**src/core/cbr_pkg.sv**
```systemverilog
// constants and types shared by the clock buffer serial control block
// ----------------------------------------
// ----------------------------------------
package cbr_pkg;
  localparam logic [6:0] DEV_ADDR = 7'h69;
  localparam logic [7:0] OFS_ENABLES = 8'h00;
  localparam logic [7:0] OFS_IDENT = 8'h06;
  localparam logic [7:0] OFS_LAST = 8'h06;
  localparam int NUM_REGS = 7;
  localparam logic [3:0] ENABLE_RESET = 4'hF;
  // arbitrary neutral identification values
  localparam logic [3:0] REV_RESET = 4'h3;
  localparam logic [3:0] MAKER_RESET = 4'hA;
  localparam logic [7:0] RSVD_RESET = 8'h00;
  localparam logic [2:0] BIT_LAST = 3'h7;

  typedef enum logic [2:0] {
    ST_IDLE = 3'b000,
    ST_ADDR = 3'b001,
    ST_ACK = 3'b010,
    ST_WRITE = 3'b011,
    ST_READ = 3'b100,
    ST_RACK = 3'b101,
    ST_SKIP = 3'b110
  } cbr_state_t;

  // which byte of a write we are in
  typedef enum logic [1:0] {
    WB_OFFSET = 2'b00,
    WB_COUNT = 2'b01,
    WB_DATA = 2'b10
  } cbr_wbyte_t;
endpackage

```
**src/core/cbr_sync.sv**
```systemverilog
// two-flop synchroniser with edge detection for the serial pins
`timescale 1ns/1ps
`default_nettype none
module cbr_sync
(
  input wire logic core_clk,
  input wire logic rst,
  input wire logic pinIn,
  output logic level,
  output logic rise,
  output logic fall
);
  logic [2:0] shift;

  // the first stage feeds only the second stage
  always_ff @(posedge core_clk or posedge rst)
  begin
    if (rst)
      shift <= 3'h7;
    else
      shift <= {shift[1:0], pinIn};
  end

  assign level = shift[1];
  assign rise = shift[1] & ~shift[2];
  assign fall = ~shift[1] & shift[2];
endmodule
`default_nettype wire

```
**src/core/cbr_serial_regs.sv**
```systemverilog
// serial target and register file of the clock buffer
`timescale 1ns/1ps
`default_nettype none
module cbr_serial_regs
(
  input wire logic core_clk,
  input wire logic rst,
  input wire logic sclIn,
  input wire logic sdaIn,
  output logic sdaOut,
  output logic sdaOe,
  input wire logic [3:0] pin_enable_first_output,
  output logic [7:0] outputEnable
);
  import cbr_pkg::*;

  typedef struct packed {
    cbr_state_t state;
    cbr_wbyte_t wbyte;
    logic [2:0] bitCnt;
    logic gotBit;
    logic [7:0] shift;
    logic [7:0] pointer;
    logic isRead;
    logic countSent;
    logic ackDrive;
    logic [7:0] txByte;
    logic [NUM_REGS-1:0][7:0] regs;
    logic [3:0] pinEn1;
    logic [3:0] pinEn2;
  } cbr_core_t;

  cbr_core_t cur;
  cbr_core_t nxt;
  logic scl;
  logic sclRise;
  logic sclFall;
  logic sda;
  logic sdaRise;
  logic sdaFall;
  logic startCond;
  logic stopCond;

  cbr_sync sclSync
  (
    .core_clk(core_clk),
    .rst(rst),
    .pinIn(sclIn),
    .level(scl),
    .rise(sclRise),
    .fall(sclFall)
  );

  cbr_sync sdaSync
  (
    .core_clk(core_clk),
    .rst(rst),
    .pinIn(sdaIn),
    .level(sda),
    .rise(sdaRise),
    .fall(sdaFall)
  );

  assign startCond = scl & sdaFall;
  assign stopCond = scl & sdaRise;

  function automatic logic [7:0] readReg(input cbr_core_t c,
                                         input logic [7:0] ofs);
    if (ofs <= OFS_LAST)
      readReg = c.regs[ofs[2:0]];
    else
      readReg = 8'h00;
  endfunction

  // ----------------------------------------
  // protocol engine
  // ----------------------------------------
  always_comb
  begin
    nxt = cur;
    nxt.pinEn1 = pin_enable_first_output;
    nxt.pinEn2 = cur.pinEn1;
    if (startCond)
    begin
      // start or repeated start; pointer is kept for the read phase
      nxt.state = ST_ADDR;
      nxt.bitCnt = 3'h0;
      nxt.gotBit = 1'b0;
      nxt.ackDrive = 1'b0;
    end
    else if (stopCond)
    begin
      nxt.state = ST_IDLE;
      nxt.ackDrive = 1'b0;
    end
    else
    begin
      case (cur.state)
        ST_ADDR, ST_WRITE:
        begin
          // the fall that closes a start condition carries no bit
          if (sclRise)
          begin
            nxt.shift = {cur.shift[6:0], sda};
            nxt.gotBit = 1'b1;
          end
          if (sclFall && cur.gotBit)
          begin
            nxt.gotBit = 1'b0;
            nxt.bitCnt = cur.bitCnt + 3'h1;
            if (cur.bitCnt == BIT_LAST)
            begin
              if (cur.state == ST_ADDR)
              begin
                if (cur.shift[7:1] == DEV_ADDR)
                begin
                  nxt.state = ST_ACK;
                  nxt.ackDrive = 1'b1;
                  nxt.isRead = cur.shift[0];
                  nxt.wbyte = WB_OFFSET;
                  nxt.countSent = 1'b0;
                end
                else
                  nxt.state = ST_SKIP;
              end
              else
              begin
                nxt.state = ST_ACK;
                nxt.ackDrive = 1'b1;
                case (cur.wbyte)
                  WB_OFFSET:
                  begin
                    nxt.pointer = cur.shift;
                    nxt.wbyte = WB_COUNT;
                  end
                  WB_COUNT:
                    nxt.wbyte = WB_DATA; // count byte is acked but not stored or used
                  default:
                  begin
                    if (cur.pointer <= OFS_LAST)
                      nxt.regs[cur.pointer[2:0]] = cur.shift;
                    nxt.pointer = cur.pointer + 8'h01;
                  end
                endcase
              end
            end
          end
        end
        ST_ACK:
        begin
          if (sclFall)
          begin
            nxt.ackDrive = 1'b0;
            nxt.bitCnt = 3'h0;
            if (cur.isRead)
            begin
              nxt.state = ST_READ;
              // byte count first, then data from the pointer
              nxt.txByte = NUM_REGS[7:0];
              nxt.countSent = 1'b1;
            end
            else
              nxt.state = ST_WRITE;
          end
        end
        ST_READ:
        begin
          if (sclFall)
          begin
            nxt.bitCnt = cur.bitCnt + 3'h1;
            nxt.txByte = {cur.txByte[6:0], 1'b0};
            if (cur.bitCnt == BIT_LAST)
              nxt.state = ST_RACK;
          end
        end
        ST_RACK:
        begin
          if (sclRise && sda)
            nxt.state = ST_SKIP; // host nack ends the read
          else if (sclFall)
          begin
            nxt.state = ST_READ;
            nxt.bitCnt = 3'h0;
            nxt.txByte = readReg(cur, cur.pointer);
            nxt.pointer = cur.pointer + 8'h01;
          end
        end
        default:
          nxt.state = cur.state;
      endcase
    end
  end

  always_ff @(posedge core_clk or posedge rst)
  begin
    if (rst)
    begin
      cur <= '0;
      cur.state <= ST_IDLE;
      cur.pinEn1 <= ENABLE_RESET;
      cur.pinEn2 <= ENABLE_RESET;
      for (int i = 0; i < NUM_REGS; i++)
        cur.regs[i] <= RSVD_RESET;
      cur.regs[OFS_ENABLES[2:0]] <= {RSVD_RESET[7:4], ENABLE_RESET};
      cur.regs[OFS_IDENT[2:0]] <= {REV_RESET, MAKER_RESET};
    end
    else
      cur <= nxt;
  end

  // open-drain: only ever pull low
  assign sdaOut = 1'b0;
  assign sdaOe = cur.ackDrive | (cur.state == ST_READ && !cur.txByte[7]);

  // ----------------------------------------
  // output enables
  // ----------------------------------------
  genvar g;
  generate
    for (g = 0; g < 4; g++)
    begin : gen_oe
      assign outputEnable[g] = cur.pinEn2[g];
      assign outputEnable[4 + g] = cur.regs[OFS_ENABLES[2:0]][3 - g];
    end
  endgenerate
endmodule
`default_nettype wire

```
**config.mk**
```make
export PLATFORM = sky130hd
export DESIGN_NAME = cbr_serial_regs
export DESIGN_NICKNAME = d
export VERILOG_FILES = /design/src/core/cbr_pkg.sv /design/src/core/cbr_sync.sv /design/src/core/cbr_serial_regs.sv
export SDC_FILE = /design/constraint.sdc
export NUM_CORES = 1
export LEC_CHECK = 0
export BUFFER_PORTS_ARGS = -buffer_cell sky130_fd_sc_hd__buf_2
export CAP_MARGIN = 20
export CORE_MARGIN = 4
export CORE_UTILIZATION = 25
export DETAILED_ROUTE_END_ITERATION = 8
export RECOVER_POWER = 100
export SKIP_LAST_GASP = 1
export SLEW_MARGIN = 30
export SYNTH_ARGS = -nofsm -noshare
export SYNTH_HDL_FRONTEND = slang
export SYNTH_SLANG_ARGS = --single-unit
```
**constraint.sdc**
```tcl
create_clock -name core_clk -period 3.6 [get_ports core_clk]
set_input_delay 0.72 -clock core_clk [delete_from_list [all_inputs] [get_ports core_clk]]
set_output_delay 0.72 -clock core_clk [all_outputs]
set_load 0.02 [all_outputs]
```
==> results by group <==
Route
  • Drt pass-1 iters: 5
  • Drt total wl: 12000 µm
  • Vias/cell: around 4.8
  • Number of DRC markers in iteration 0: between 300 and 400
  • DRC Markers: 0
  • Routed Antenna Nets: 0
  • Per-cell routed wire length: 16.2 µm
  • Vias: 3552

STA
  • Max-Slew Margin vs Limit: -45.7%
  • Setup Skew: approximately 0.0076 ns
  • Final Hold Viols: 0
  • RSZ-0062 raised after global routing: false
  • Final WS setup: roughly 0.73 ns
  • Tightest Pin Transition: between 2 and 2.5 ns
  • Final TNS setup: 0 ns
  • Setup Viol. Count Final: 0
  • Tcrit/Tclk final: between 70% and 80%
  • Slew Viols, Final: 58
  • Fin crit period: roughly 2.9 ns
  • Top achievable clock speed: roughly 350 MHz

Global route
  • Number of global-route vias before repair: ~3600
  • GRT met1 Usage: between 10% and 20%
  • Met2 Usage GRT: between 10% and 20%
  • Global Route Usage Sum: between 10% and 20%
  • Met3 GRT Util: 2.32%
  • Initial antenna violation count: 0
  • Gr ovfl total: 0
  • Most Crowded Layer GR: met2
  • Pin count of the biggest net entering global routing: 58
  • First-pass GRT wire length: 19900 µm

Hold path
  • WHS Path Cells: 0
  • HP Start: cur[6]
  • Hold path endpoint: outputEnable[2]
  • Hold crit path type: reg2reg

Final layout
  • Final nets: around 480
  • Final cell count without fillers: 741
  • Layout cells sized above 1: between 20% and 30%
  • Syn-to-layout area delta: 8.54%
  • N_diodes: 0

Pwr
  • PD cells: between 400 and 500 mW/mm²
  • Power Total: ~0.0023 W
  • Peak VDD IR: 199 µV
  • Pleak: around 2.4 nW

Clock tree
  • H-tree depth: 3
  • Root buf cell: clkbuf_16
  • Post-CTS Setup Inserts: 0
  • Worst skew pair latency: 0.35 ns
  • Clock sinks: 105
  • # hold bufs at CTS: 0
  • PostCTS Resize Cnt: 0
  • Clock Pin Slew Worst Setup and Hold Paths: roughly 0.07 ns
  • CTS tree: built
  • Cts bufs inserted: 9
  • Worst-case clock buffer depth: 2

Synth
  • Library cells used by synthesis: 63
  • Syn. warnings: 0
  • Syn Inst Count: 473
  • Post-synthesis sequential area ratio: 50.3%
  • Post-Syn Nets: just under 500
  • Synthesized area per cell: 11.2 µm²
  • Synth async-reset ratio: 100%
  • Adder-cell share of the synthesized area: less than 1%
  • Synth area leaders: dfrtp_1 39%, mux2_2 13%, dfstp_2 11%
  • Seq cells post-synth: roughly 110
  • Mapped cell area: between 0.005 and 0.006 mm²
  • Compound-Gate Fraction of Synth Area: a little under an eighth
  • Area share of the largest cell type after synthesis: about two fifths
  • Synth area leader: dfrtp_1
  • Area fraction in and, or, nand and nor cells after synthesis: a little over an eighth
  • Mux share of post-synthesis cell area: 17.4%
  • Largest family of logic cells by synthesized area: multiplexers
  • Primary FF master, synth: dfrtp_1
  • Post-synth EDFFs: 0
  • Post-synthesis xor/xnor area fraction: less than 1%

Critical path
  • CP max-delay cell: nor2_1
  • Setup CP Type: reg2reg
  • RR Endpoint: cur[39]
  • Reg2reg setup slack: 0.73 ns
  • Worst Setup End Kind: flop
  • CP startpoint kind: flop
  • Crit path max fanout: 8
  • Arr. time, crit path: approximately 3.1 ns
  • WP data required: 3.84 ns
  • WP buf/inv: 0
  • R2R depth: 7
  • Slowest stage delay, CP: approximately 0.76 ns
  • Cell family with most CP delay: simple AND/OR/NAND/NOR gates
  • Crit-path cells: ha_1 > ha_1 > nand4b_1 > nor2_1 > nand4_1 > nor2_1 > mux2_2
  • Worst R2R Start: cur[92]

Status
  • Failing checks: max-capacitance violations, max-slew violations
  • Status: finished, violations left

Placed design
  • Setup WS pre-CTS: about 0.87 ns
  • Port buffer count: 16
  • GPL Wtd Cong: 0.867
  • Placed Instances: a little over 700
  • Post-DP HPWL: around 8100 µm

Floorplan
  • # rows: 52
  • I/O pins: 18
  • Die Ht: around 150 µm
  • Die ar.: around 0.023 mm²
  • Initial Utilization: 25.7%
  • Core ar.: between 0.02 and 0.025 mm²
  • Die X: roughly 150 µm

Job
  • Max Cap Viol: 1
==> cell type report <==
class,instances,area (µm²)
Fill cell,2147,14800
Sequential cell,105,2660
Multi-Input combinational cell,311,2270
Tap cell,270,338
Clock buffer,12,246
Timing Repair Buffer,26,134
Inverter,13,48.8
Clock inverter,4,35.0
==> worst reg2reg max path, delay by kind of cell (launching register included) <==
family	cells	cell delay (ns)
AND/OR/NAND/NOR	4	1.64
adder cells (fa/ha/maj)	2	0.34
multiplexers	1	0.42
flip-flops	1	0.37
==> per-layer routing <==
metal / vias to the layer above / wire length, µm / part of all wire [%]
met5: - / 0 / 0
met3: 10 / 516 / 4.3
li1: 1685 / - / -
met2: 72 / 5500 / 46
met4: 0 / 122 / 1.0
met1: 1785 / 5890 / 49
==> sequential cells by signal (all words and copies together) (netlist names) <==
name,count
cur,91
outputEnable,8
sclSync.shift,3
sdaSync.shift,3
==> cells in the mapped netlist, types with 2 or more instances <==
cell / count
buf_2: 8
dlygate4sd3_1: 3
nor4_4: 2
nand4b_1: 2
nor3b_1: 2
ha_1: 4
o211ai_1: 3
a32o_1: 2
clkbuf_1: 19
nor2_1: 35
buf_4: 9
o22a_1: 2
nand3_1: 10
inv_1: 12
o32a_1: 3
mux2_4: 8
nor2b_1: 10
nor3_1: 15
o22ai_1: 6
mux2_2: 60
buf_6: 3
a31oi_1: 10
mux2i_1: 10
o2111ai_1: 7
dfrtp_1: 83
a21oi_1: 20
buf_1: 2
dfstp_2: 22
and2_1: 2
nor4b_1: 2
nand2b_1: 7
o311ai_0: 2
o2bb2ai_1: 2
nand2_1: 28
or4_1: 3
nand3b_1: 2
o21ai_0: 20
o221ai_1: 5
nor2_2: 2
nand4_1: 3
==> worst max-delay path by stage <==
stage,from,end,slack [ns],cells past startpoint
global route,rst,cur[98],0.38,3
finish,cur[92],cur[39],0.73,7
CTS,cur[92],cur[55],0.88,7
floorplan,rst,cur[12],0.16,1
global placement,cur[92],cur[53],0.99,7
detailed placement,cur[92],cur[53],0.87,7
==> cell usage in the layout (no fill, tap or decap), drive strengths merged, types with 10 or more instances in the layout <==
| cell type | synthesis | final |
|---|---|---|
| nand2 | 28 | 28 |
| nor2 | 37 | 37 |
| inv | 12 | 14 |
| clkbuf | 19 | 24 |
| o21ai | 20 | 20 |
| mux2i | 10 | 10 |
| mux2 | 68 | 68 |
| dfrtp | 83 | 83 |
| nand3 | 10 | 10 |
| buf | 22 | 14 |
| nor3 | 16 | 16 |
| a31oi | 10 | 10 |
| nor2b | 10 | 10 |
| dfstp | 22 | 22 |
| a21oi | 20 | 20 |
==> report_power, final <==
group | leakage (nW) | switching (W) | internal [W]
clock network | 0.131 | 0.000450 | 0.000496
logic | 0.866 | 0.0000884 | 0.0000484
registers | 1.39 | 0.0000489 | 0.00121
total | 2.38 | 0.000587 | 0.00175
==> metrics by stage <==
stage | hold WS, ns | area [µm²] | util (%)
2_1_floorplan | 0.345 | 5280 | -
3_3_place_gp | 0.347 | 5520 | 26.9
3_5_place_dp | 0.348 | 5530 | 27.0
4_1_cts | 0.358 | 5810 | 28.3
5_1_grt | 0.365 | 5730 | 27.9
6_report | 0.357 | 5730 | 27.9
==> cell families after synthesis <==
| family | after synthesis |
|---|---|
| xor gates and xnor gates | 1 |
| other | 1 |
| AOI/OAI and AO/OA | 93 |
| adders and majority gates | 4 |
| and+or+nand+nor | 133 |
| muxes | 79 |
| DFF | 105 |
| buffers and inverters | 57 |
(Power assumes the default switching activity.)
